<file path="src/core/prwg_pkg.sv">
// Constants for the protected register write guard.
// Assumes an APB master with 32-bit data on the register side.
package prwg_pkg;

  localparam int unsigned NUM_PROT = 6;

  // Printed offsets are register indices; byte address is four times.
  localparam logic [31:0] IDX_WAIT_CTRL   = 32'hfffff06e;
  localparam logic [31:0] IDX_STATUS      = 32'hfffff802;
  localparam logic [31:0] IDX_UNLOCK_CMD  = 32'hfffff0fc;
  localparam logic [31:0] IDX_PWR_SAVE    = 32'hfffff0f0;
  localparam logic [31:0] IDX_PROC_CLK    = 32'hfffff0f1;
  localparam logic [31:0] IDX_WDT_MODE    = 32'hfffff0f2;
  localparam logic [31:0] IDX_CLK_MON     = 32'hfffff0f3;
  localparam logic [31:0] IDX_RST_SRC     = 32'hfffff0f4;
  localparam logic [31:0] IDX_LOW_VOLT    = 32'hfffff0f5;

  localparam logic [31:0] PROT_IDX [NUM_PROT] = '{
    IDX_PWR_SAVE, IDX_PROC_CLK, IDX_WDT_MODE,
    IDX_CLK_MON, IDX_RST_SRC, IDX_LOW_VOLT
  };

  localparam logic [7:0]  WAIT_CTRL_RST   = 8'h77;
  localparam logic [7:0]  STATUS_RST      = 8'h00;
  localparam logic [7:0]  PROT_RST        = 8'h00;
  localparam int unsigned ERR_BIT         = 0;
  localparam int unsigned WAIT_LSB        = 0;
  localparam int unsigned WAIT_W          = 3;
  localparam logic [3:0]  STRB_BYTE0      = 4'h1;
  localparam int unsigned ACCESS_CLKS     = 3;

  typedef enum logic [2:0] {
    ST_IDLE  = 3'b001,
    ST_COUNT = 3'b010,
    ST_READY = 3'b100
  } prwg_state_e;

  function automatic logic [31:0] prwg_addr(input logic [31:0] idx);
    prwg_addr = {idx[29:0], 2'b00};
  endfunction : prwg_addr

endpackage : prwg_pkg

</file>
<file path="src/core/prwg_top.sv">
// Protected register write guard with APB register access.
// Assumes the CPU issues stores and loads as APB transfers and that a
// bit set, clear or invert arrives as an ordinary write of the new value.
//
// What this block does
// RL1: Six system registers are protected and need the unlock sequence.
// RL2: Only the first write after an unlock command reaches a protected register.
// RL3: Unlock command register is 8 bits, byte-write only, reads undefined.
// RL4: Any byte written to the unlock command arms the unlock.
// RL5: Interrupts are held off while the unlock is armed.
// RL6: Stores and bit operations alike consume the unlock.
// RL7: Software runs five no-operations after the protected write.
// RL8: Reads never need, consume or violate the unlock.
// RL9: Status register resets to zero; bit 0 is the error flag.
// RL10: Status register is readable and writable by byte or bit.
// RL11: Protected write without unlock sets the error flag.
// RL12: Armed write to an unprotected register sets the error flag.
// RL13: Reads between unlock and write neither cancel nor flag.
// RL14: Writing 0 or reset clears the error flag.
// RL15: Armed clearing write to the flag wins over the violation.
// RL16: Two unlock commands in a row set the error flag.
// RL17: Access takes three clocks plus the programmed wait clocks.
// RL18: Wait control register is 8 bits at its address, resets to 77h.
// RL19: Wait setting 00h adds no wait, 01h adds one.
// RL20: Software programs the wait control register first.
// RL21: Reset and any write after the unlock, except a refused narrow unlock command, disarm it.
`timescale 1ns/1ps
module prwg_top
  import prwg_pkg::*;
(
  input  wire logic        core_clk,
  input  wire logic        rst_n,
  input  wire logic        psel,
  input  wire logic        penable,
  input  wire logic        pwrite,
  input  wire logic [31:0] paddr,
  input  wire logic [31:0] pwdata,
  input  wire logic [3:0]  pstrb,
  output logic             pready,
  output logic [31:0]      prdata,
  output logic             pslverr,
  output logic [7:0]       power_save_control,
  output logic [7:0]       processor_clock_control,
  output logic [7:0]       watchdog_mode_reg,
  output logic [7:0]       clock_monitor_mode,
  output logic [7:0]       reset_source_flags,
  output logic [7:0]       low_voltage_detect_reg,
  output logic [7:0]       peripheral_wait_control,
  output logic             protection_error_flag,
  output logic             intr_hold
);

  prwg_state_e       state;
  prwg_state_e       next_state;
  logic [WAIT_W-1:0] cnt;
  logic [7:0]        prot_q [NUM_PROT];
  logic              armed;

  wire logic [NUM_PROT-1:0] prot_hit;
  wire logic [2:0]          prot_idx;
  wire logic                is_prot;
  wire logic                is_cmd;
  wire logic                is_status;
  wire logic                is_wait;
  wire logic                mapped;
  wire logic                lane0;
  wire logic                cmd_bad;
  wire logic                access;
  wire logic                done;
  wire logic                wr;
  wire logic [WAIT_W-1:0]   wait_n;
  wire logic                cnt_end;
  wire logic [7:0]          rd_byte;
  wire logic                wr_ok;

  for (genvar i = 0; i < NUM_PROT; i++) begin : g_hit
    assign prot_hit[i] = (paddr == prwg_addr(PROT_IDX[i])); // RL1
  end

  function automatic logic [2:0] first_hit(input logic [NUM_PROT-1:0] h);
    first_hit = 3'h0;
    for (int j = NUM_PROT - 1; j >= 0; j--) begin
      if (h[j]) begin
        first_hit = 3'(j);
      end
    end
  endfunction : first_hit

  assign prot_idx  = first_hit(prot_hit);
  assign is_prot   = |prot_hit;
  assign is_cmd    = (paddr == prwg_addr(IDX_UNLOCK_CMD));
  assign is_status = (paddr == prwg_addr(IDX_STATUS));
  assign is_wait   = (paddr == prwg_addr(IDX_WAIT_CTRL)); // RL18
  assign mapped    = is_prot | is_cmd | is_status | is_wait;
  assign lane0     = pstrb[0];
  assign cmd_bad   = is_cmd & pwrite & (pstrb != STRB_BYTE0); // RL3
  assign access    = psel & penable;
  assign done      = access & (state == ST_READY);
  assign wr        = done & pwrite & ~cmd_bad; // RL8 RL13
  assign wr_ok     = wr & lane0;
  assign wait_n    = peripheral_wait_control[WAIT_LSB +: WAIT_W]; // RL19
  assign cnt_end   = (cnt == wait_n);

  // The command register reads as zero; its value is undefined by design.
  assign rd_byte = is_wait   ? peripheral_wait_control :
                   is_status ? {7'h00, protection_error_flag} : // RL9
                   is_prot   ? prot_q[prot_idx] : 8'h00;

  // Setup plus two access clocks with no wait; each wait adds one.
  always_comb begin
    next_state = state;
    unique case (state)
      ST_IDLE: begin
        if (access) begin
          next_state = (wait_n == '0) ? ST_READY : ST_COUNT; // RL17
        end
      end
      ST_COUNT: begin
        if (cnt_end) begin
          next_state = ST_READY; // RL17
        end
      end
      ST_READY: begin
        next_state = ST_IDLE;
      end
    endcase
  end

  always_ff @(posedge core_clk or negedge rst_n) begin
    if (!rst_n) begin
      state   <= ST_IDLE;
      cnt     <= '0;
      pready  <= 1'b0;
      prdata  <= 32'h0000_0000;
      pslverr <= 1'b0;
    end else begin
      state   <= next_state;
      cnt     <= (state == ST_IDLE) ? WAIT_W'(1) : cnt + WAIT_W'(1);
      pready  <= (next_state == ST_READY);
      prdata  <= (next_state == ST_READY && !pwrite) ? {24'h0, rd_byte}
                                                     : 32'h0000_0000;
      pslverr <= (next_state == ST_READY) & (~mapped | cmd_bad);
    end
  end

  // Any write but a refused narrow unlock command disarms, so a stray store cannot leave the lock open.
  always_ff @(posedge core_clk or negedge rst_n) begin
    if (!rst_n) begin
      armed <= 1'b0;
    end else if (wr) begin
      armed <= ~armed & is_cmd; // RL2 RL4 RL21
    end
  end

  // Reads leave the lock and flag alone, whatever they target.
  always_ff @(posedge core_clk or negedge rst_n) begin
    if (!rst_n) begin
      protection_error_flag <= STATUS_RST[ERR_BIT]; // RL9 RL14
    end else if (wr) begin
      if (armed) begin
        if (is_status && lane0 && !pwdata[ERR_BIT]) begin
          protection_error_flag <= 1'b0; // RL15
        end else if (!is_prot) begin
          protection_error_flag <= 1'b1; // RL12 RL16
        end
      end else if (is_prot) begin
        protection_error_flag <= 1'b1; // RL11
      end else if (is_status && lane0) begin
        protection_error_flag <= pwdata[ERR_BIT]; // RL10 RL14
      end
    end
  end

  always_ff @(posedge core_clk or negedge rst_n) begin
    if (!rst_n) begin
      peripheral_wait_control <= WAIT_CTRL_RST; // RL18
    end else if (wr_ok && is_wait) begin
      peripheral_wait_control <= pwdata[7:0];
    end
  end

  always_ff @(posedge core_clk or negedge rst_n) begin
    if (!rst_n) begin
      for (int k = 0; k < NUM_PROT; k++) begin
        prot_q[k] <= PROT_RST;
      end
    end else if (wr_ok && armed && is_prot) begin
      prot_q[prot_idx] <= pwdata[7:0]; // RL2 RL6
    end
  end

  // Held interrupts let the command and protected store run back to back.
  always_ff @(posedge core_clk or negedge rst_n) begin
    if (!rst_n) begin
      intr_hold <= 1'b0;
    end else if (wr) begin
      intr_hold <= ~armed & is_cmd; // RL5
    end
  end

  assign power_save_control      = prot_q[0];
  assign processor_clock_control = prot_q[1];
  assign watchdog_mode_reg       = prot_q[2];
  assign clock_monitor_mode      = prot_q[3];
  assign reset_source_flags      = prot_q[4];
  assign low_voltage_detect_reg  = prot_q[5];

  // The six protected bytes side by side, so one check can watch them all.
  wire logic [8*NUM_PROT-1:0] prot_bus;

  assign prot_bus = {power_save_control, processor_clock_control,
                     watchdog_mode_reg, clock_monitor_mode,
                     reset_source_flags, low_voltage_detect_reg};
endmodule : prwg_top

</file>
<file path="config.mk">
export PLATFORM = sky130hd
export DESIGN_NAME = prwg_top
export DESIGN_NICKNAME = d
export VERILOG_FILES = /design/src/core/prwg_pkg.sv /design/src/core/prwg_top.sv
export SDC_FILE = /design/constraint.sdc
export NUM_CORES = 1
export LEC_CHECK = 0
export BUFFER_PORTS_ARGS = -buffer_cell sky130_fd_sc_hd__buf_2
export CORE_UTILIZATION = 50
export DETAILED_ROUTE_END_ITERATION = 6
export GPL_TIMING_DRIVEN = 0
export PLACE_DENSITY = 0.81
export SKIP_LAST_GASP = 1
export SYNTH_ARGS = -nofsm -noshare
export SYNTH_HDL_FRONTEND = slang
export SYNTH_SLANG_ARGS = --single-unit
</file>
<file path="constraint.sdc">
create_clock -name core_clk -period 3.85 [get_ports core_clk]
set_input_delay 0.385 -clock core_clk [delete_from_list [all_inputs] [get_ports core_clk]]
set_output_delay 0.385 -clock core_clk [all_outputs]
set_load 0.05 [all_outputs]
</file>
==> results.toml, run 1 <==
[die]
rows = 32
fp.coreArea_um2 = 7810
dieWidth_um = 92.3
initial_core_util_pct = 52.3
die_h_um = 92.3
dieArea_um2 = 8530
top_level_ports = 165

[clock_network]
htreeDepth = 3
cts.path.max_buffers = 2
post_cts_buffers = 0
cts_resized = 0
cts_root_buf = "clkbuf_8"
hold_buffers = 0
cts_tree = "built"
clk_latency_ns = 0.37
cts_buffers = 9
clock_sinks = 74
clk_pin_slew_worst_paths_ns = 0.08

[sta]
slew_viol_final = 0
period_needed_ns = 3.14
final_hold_viol_count = 0
fmax_mhz = 319
fin_crit_sh_pct = 81.5
relSlewSlack_pct = 11.9
setup_viol = 0
setup_tns_ns = 0
holdWs_ns = 0.147
rsz0062_at_grt = "false"
fin_skew_ns = 0.0107
worstMarginPinSlew_ns = 1.31

[yosys]
synth.area.mux_share_pct = 18.3
synth_cells = 363
synth_cell_type_count = 59
yosysWarnings = 0
synth_fa_ha_area_share_pct = 0.307
synthArstFlopShare_pct = 100
seq_area_frac_synth_pct = 45.6
ys_ff_latch = 74
synth-compound-area-share_pct = 10.5
synth_xor_area_share_pct = 0.859
synth_edf_count = 0
synth_top_family_by_area = "multiplexers"
synth_area_um2 = 4080
synthFlopType = "dfrtp_1"
yosys.area_share.simple_pct = 17.5
syn-mean-instance-area_um2 = 11.2

[drt]
drtIter0Drc = 269
ant_nets = 0
firstDrtPassIters = 4
num_vias = 3510
post_drt_wl_per_cell_um = 17.9
vias_per_cell = 5.67
wl_um = 11100
drc = 0

[grt]
overflow = 0
antenna_found_initial = 0
grt_pass1_vias = 3423
grt_max_degree = 75
grt_pass1_wl_um = 17700
track_usage_pct = 27.6

[critical_path]
path_cells = "nand2b_1 > or4_1 > clkbuf_1 > or3_1 > buf_2 > a2111oi_4 > mux2_2"
r2r-start = "state[1]"
startpoint_type = "flip-flop"
critPathLaunch = "state[1]"
r2r.worst_path.cells = 7
cp.depth = 7
crit_type = "flip-flop to flip-flop"
crit_path_end = "watchdog_mode_reg[6]"
cp_max_fo = 8
cp_top_family = "simple AND/OR/NAND/NOR gates"
critPathArrivalTime_ns = 3.39
timing.rr.end = "watchdog_mode_reg[6]"
required_ns = 4.10
critical_path.endpoint_type = "flip-flop"
max_stage_delay_ns = 0.78
cpMaxStageDelayCell = "a2111oi_4"
path_buf_inv = 2
rrSetupSlack_ns = 0.71

[place]
gp_congestion = 0.910
hpwl_um = 7840
dpl_cell_area_um2 = 4870
port_buffers = 115

[pwr]
power_per_cell_area_nw_per_um2 = 364
power.leakage_nw = 2.56
ir_drop_uv = 354

[layout]
layout_common_cells = "118 x buf_2, 67 x dfrtp_1, 55 x mux2_2"
layout.nets = 586
antenna_cells = 0
area_growth_pct = 25.1
final_area_um2 = 5100
final_common_cell = "buf_2"
fillers = 632
drive_above_1_share_pct = 44.9

[run_status]
status = "completed"

[run]
drv_cap = 0

[worst_hold_path]
hp-class = "input port to asynchronous set/reset pin"
-- cells by family (layout without fill, tap and decap cells) --
| group | Yosys count | count (layout) |
|---|---|---|
| other cells | 1 | 24 |
| compound gates | 59 | 59 |
| flops | 74 | 74 |
| fa+ha+maj | 1 | 1 |
| simple gates | 108 | 108 |
| xor+xnor | 4 | 4 |
| mux | 67 | 67 |
| buf+inv | 49 | 180 |
-- metal layers --
layer / wire length, um / GRT usage [%] / share of wire (%)
met1: 4510 / 35.0 / 41
met2: 5510 / 46.0 / 50
met3: 874 / 6.98 / 7.9
met4: 215 / 9.11 / 1.9
met5: 0 / 0 / 0
-- area by class of cell --
class / instances / area, um^2 / area share (%)
multi-input combinational: 263 / 2030 / 39.7
sequential: 74 / 1860 / 36.4
timing repair buffer: 115 / 578 / 11.3
buffer: 37 / 234 / 4.58
clock buffer: 10 / 138 / 2.70
tap: 102 / 128 / 2.50
clock inverter: 6 / 95.1 / 1.86
inverter: 12 / 45.0 / 0.882
-- report_power, final --
part           switching [mW]  leakage (nW)  internal [mW]
sequential             0.0135          1.00          0.808
clock                   0.328         0.118          0.391
combinational           0.205          1.44          0.111
total                   0.546          2.56           1.31
-- cells in the mapped netlist (4+ instances only) --
master	n	share of area (%)
dfrtp_1	67	41
mux2_2	55	15
buf_4	24	4.4
a21oi_1	16	2.0
nand2_1	15	1.4
nor2_1	15	1.4
nand4_1	13	2.0
inv_1	11	1.0
o22ai_1	9	1.4
clkbuf_1	8	0.74
nand3_1	8	0.98
dfstp_2	7	4.5
mux2i_1	7	1.7
nand2b_1	7	1.1
nor2b_1	6	0.92
nor4_1	6	0.92
o21ai_0	6	0.74
a211o_1	5	1.1
mux2_1	5	1.4
or3_1	5	0.77
and2_1	4	0.61
buf_2	4	0.49
nor3_1	4	0.49
nor4_4	4	2.1
nor4b_1	4	0.86
-- stage by stage --
step / instances / power, mW / setup slack (ns) / utilization [%]
5_1_grt: 619 / 1.94 / 0.654 / 65.4
3_3_place_gp: 603 / 1.14 / 0.483 / 62.4
2_1_floorplan: 386 / 1.06 / 1.24 / -
3_5_place_dp: 603 / 1.15 / 0.414 / 62.4
6_report: 619 / 1.86 / 0.711 / 65.4
4_1_cts: 619 / 1.86 / 0.756 / 65.4
-- worst min path at each step --
stage / slack [ns] / cells past startpoint / endpoint / from
6_report: 0.15 / 1 / power_save_control[3] / rst_n
5_1_grt: 0.23 / 1 / reset_source_flags[3] / rst_n
4_1_cts: 0.19 / 1 / power_save_control[3] / rst_n
3_5_place_dp: 0.48 / 1 / cnt[0] / cnt[0]
3_3_place_gp: 0.47 / 1 / cnt[0] / cnt[0]
2_1_floorplan: 0.09 / 0 / armed / rst_n
Note: power is estimated with default switching activity, not from simulation.
==> inputs of run 2 (changes only) <==
--- a/config.mk
+++ b/config.mk
@@ -5,11 +5,12 @@
 export SDC_FILE = /design/constraint.sdc
 export NUM_CORES = 1
 export LEC_CHECK = 0
+export ABC_AREA = 1
 export BUFFER_PORTS_ARGS = -buffer_cell sky130_fd_sc_hd__buf_2
-export CORE_UTILIZATION = 50
+export CORE_UTILIZATION = 49
 export DETAILED_ROUTE_END_ITERATION = 6
 export GPL_TIMING_DRIVEN = 0
-export PLACE_DENSITY = 0.81
+export PLACE_DENSITY = 0.79
 export SKIP_LAST_GASP = 1
 export SYNTH_ARGS = -nofsm -noshare
 export SYNTH_HDL_FRONTEND = slang
==> constraint.sdc (replaced) <==
create_clock -name core_clk -period 2.9 [get_ports core_clk]
set_input_delay 0.29 -clock core_clk [delete_from_list [all_inputs] [get_ports core_clk]]
set_output_delay 0.29 -clock core_clk [all_outputs]
set_load 0.05 [all_outputs]
==> results.toml, run 2 <==
[run_status]
status = "completed"

[layout]
area_growth_pct = 23.8
drive_above_1_share_pct = 28.2
layout_common_cells = "158 x nand2_1, 117 x buf_2, 67 x inv_1, 67 x dfrtp_1, 58 x nor2_1"
final_cells = 817
antenna_cells = 0
fin_util_pct = 63.0
layout.nets = 781
final_common_cell = "nand2_1"
final_area_um2 = 5200

[die]
dieArea_um2 = 8940
rows = 33
dieWidth_um = 94.6
top_level_ports = 165
fp.coreArea_um2 = 8260
initial_core_util_pct = 50.8
die_h_um = 94.6

[yosys]
synthTopCellsByArea = "dfrtp_1 40%, nand2_1 14%, inv_1 6.0%"
yosysMostFrequentCell = "nand2_1"
synth_cell_type_count = 34
yosysWarnings = 0
seq_area_frac_synth_pct = 44.3
synth_top_area_share_pct = 39.9
yosys.area.top_type = "dfrtp_1"
synthArstFlopShare_pct = 100
synthFlopType = "dfrtp_1"
synth_edf_count = 0
syn-mean-instance-area_um2 = 7.54
ys_ff_latch = 74
synth_area_um2 = 4200
ys_top_cells_by_count = "158 x nand2_1, 67 x dfrtp_1, 67 x inv_1"
synth_cells = 557

[pwr]
total_power_mw = 2.46
power.leakage_nw = 2.97
ir_drop_uv = 275
power_per_cell_area_nw_per_um2 = 472

[place]
post-place-ws_ns = 0.654
dp.cells = 801
dpl_cell_area_um2 = 5000
hpwl_um = 8760
port_buffers = 116
gp_congestion = 0.902

[sta]
period_needed_ns = 2.02
slew_viol_final = 0
fin_crit_sh_pct = 69.6
fin_skew_ns = 0.0126
fmax_mhz = 495
relSlewSlack_pct = 38.3
setup_viol = 0
worstMarginPinSlew_ns = 0.925
holdWs_ns = 0.0780
rsz0062_at_grt = "false"
timing.final.ws_setup_ns = 0.881
setup_tns_ns = 0
final_hold_viol_count = 0

[grt]
overflow = 0
antenna_found_initial = 0
track_usage_pct = 26.5
grt_max_degree = 75
grt_pass1_wl_um = 17900
grt_pass1_vias = 3833

[clock_network]
clk_pin_slew_worst_paths_ns = 0.08
cts_buffers = 9
clk_latency_ns = 0.34
cts_root_buf = "clkbuf_8"
hold_buffers = 0
clock_sinks = 74
cts.path.max_buffers = 2
cts_resized = 0
cts_tree = "built"
htreeDepth = 3
post_cts_buffers = 0

[critical_path]
r2r.worst_path.cells = 11
timing.rr.end = "processor_clock_control[6]"
cpMaxStageDelayCell = "dfrtp_1"
r2r-start = "state[1]"
cp_max_fo = 10
max_stage_delay_ns = 0.41
required_ns = 3.11
critPathArrivalTime_ns = 2.23
crit_type = "flip-flop to flip-flop"
cp_top_family = "simple AND/OR/NAND/NOR gates"
path_buf_inv = 3
critPathMostFrequentCell = "nand2_4"
startpoint_type = "flip-flop"
path_cells = "nor3_2 > inv_2 > nor3_1 > inv_1 > nor2_2 > nand2_4 > nor2_8 > nand2_4 > buf_6 > nand2_1 > o21ai_0"
rrSetupSlack_ns = 0.88
critical_path.endpoint_type = "flip-flop"

[drt]
drtIter0Drc = 255
post_drt_wl_per_cell_um = 14.0
num_vias = 4112
wl_um = 11400
drc = 0
ant_nets = 0
firstDrtPassIters = 5
vias_per_cell = 5.03

[worst_hold_path]
hp-class = "input port to asynchronous set/reset pin"

[run]
drv_cap = 0
-- run 2: cell count changes after synthesis, moves of 7 or more --
cell,delta
nor2_1,+43
nand3_1,+12
mux2_2,-55
nand4_1,-10
nand2_4,+10
o21ai_0,+30
clkbuf_1,-8
o21ai_1,+42
o22ai_1,-8
nand2b_1,-7
inv_1,+56
mux2i_1,-7
nand2_1,+143
-- run 2: worst register-to-register path, cell delays in order, from the launching register on --
cell and delay [ns]:
dfrtp_1 0.41, nor3_2 0.18, inv_2 0.07, nor3_1 0.16
inv_1 0.07, nor2_2 0.21, nand2_4 0.09, nor2_8 0.25
nand2_4 0.13, buf_6 0.17, nand2_1 0.05, o21ai_0 0.08
-- run 2: power breakdown --
group / switching, mW / internal, mW
sequential: 0.0493 / 1.10
clock: 0.405 / 0.403
combinational: 0.356 / 0.145
-- run 2: layout make-up --
type | count | area [um^2]
clock buffer | 9 | 124
sequential | 74 | 1860
tap | 105 | 131
buffer | 32 | 258
inverter | 72 | 270
timing repair buffer | 116 | 583
clock inverter | 7 | 76.3
fill | 755 | 3060
multi-input combinational | 402 | 1900
-- run 2: per-layer routing --
| layer | routed length [um] | track usage [%] | vias to the layer above |
|---|---|---|---|
| li1 | - | - | 2015 |
| met1 | 4710 | 34.7 | 1882 |
| met2 | 5480 | 44.4 | 197 |
| met3 | 1070 | 4.99 | 18 |
| met4 | 178 | 8.33 | 0 |
| met5 | 0 | 0 | - |
-- run 2: worst max path at each step --
stage | start | cells past startpoint | endpoint | slack, ns
2_1_floorplan | paddr[10] | 13 | processor_clock_control[5] | 1.14
3_3_place_gp | paddr[10] | 14 | prdata[3] | 0.68
3_5_place_dp | paddr[10] | 14 | prdata[2] | 0.65
4_1_cts | state[1] | 11 | watchdog_mode_reg[6] | 0.87
5_1_grt | state[1] | 11 | processor_clock_control[6] | 0.73
6_report | state[1] | 11 | processor_clock_control[6] | 0.88
-- run 2: cell families (layout without fill, tap and decap cells) --
kind of cell	count (synthesis)	in the layout	share of synthesized area (%)
xor gates and xnor gates	4	4	0.834
DFF	74	74	44.3
and+or+nand+nor	276	276	30.1
adders and majority gates	1	1	0.298
buffers and inverters	104	236	12.6
AOI/OAI and AO/OA	97	97	11.8
other	1	24	0.0893
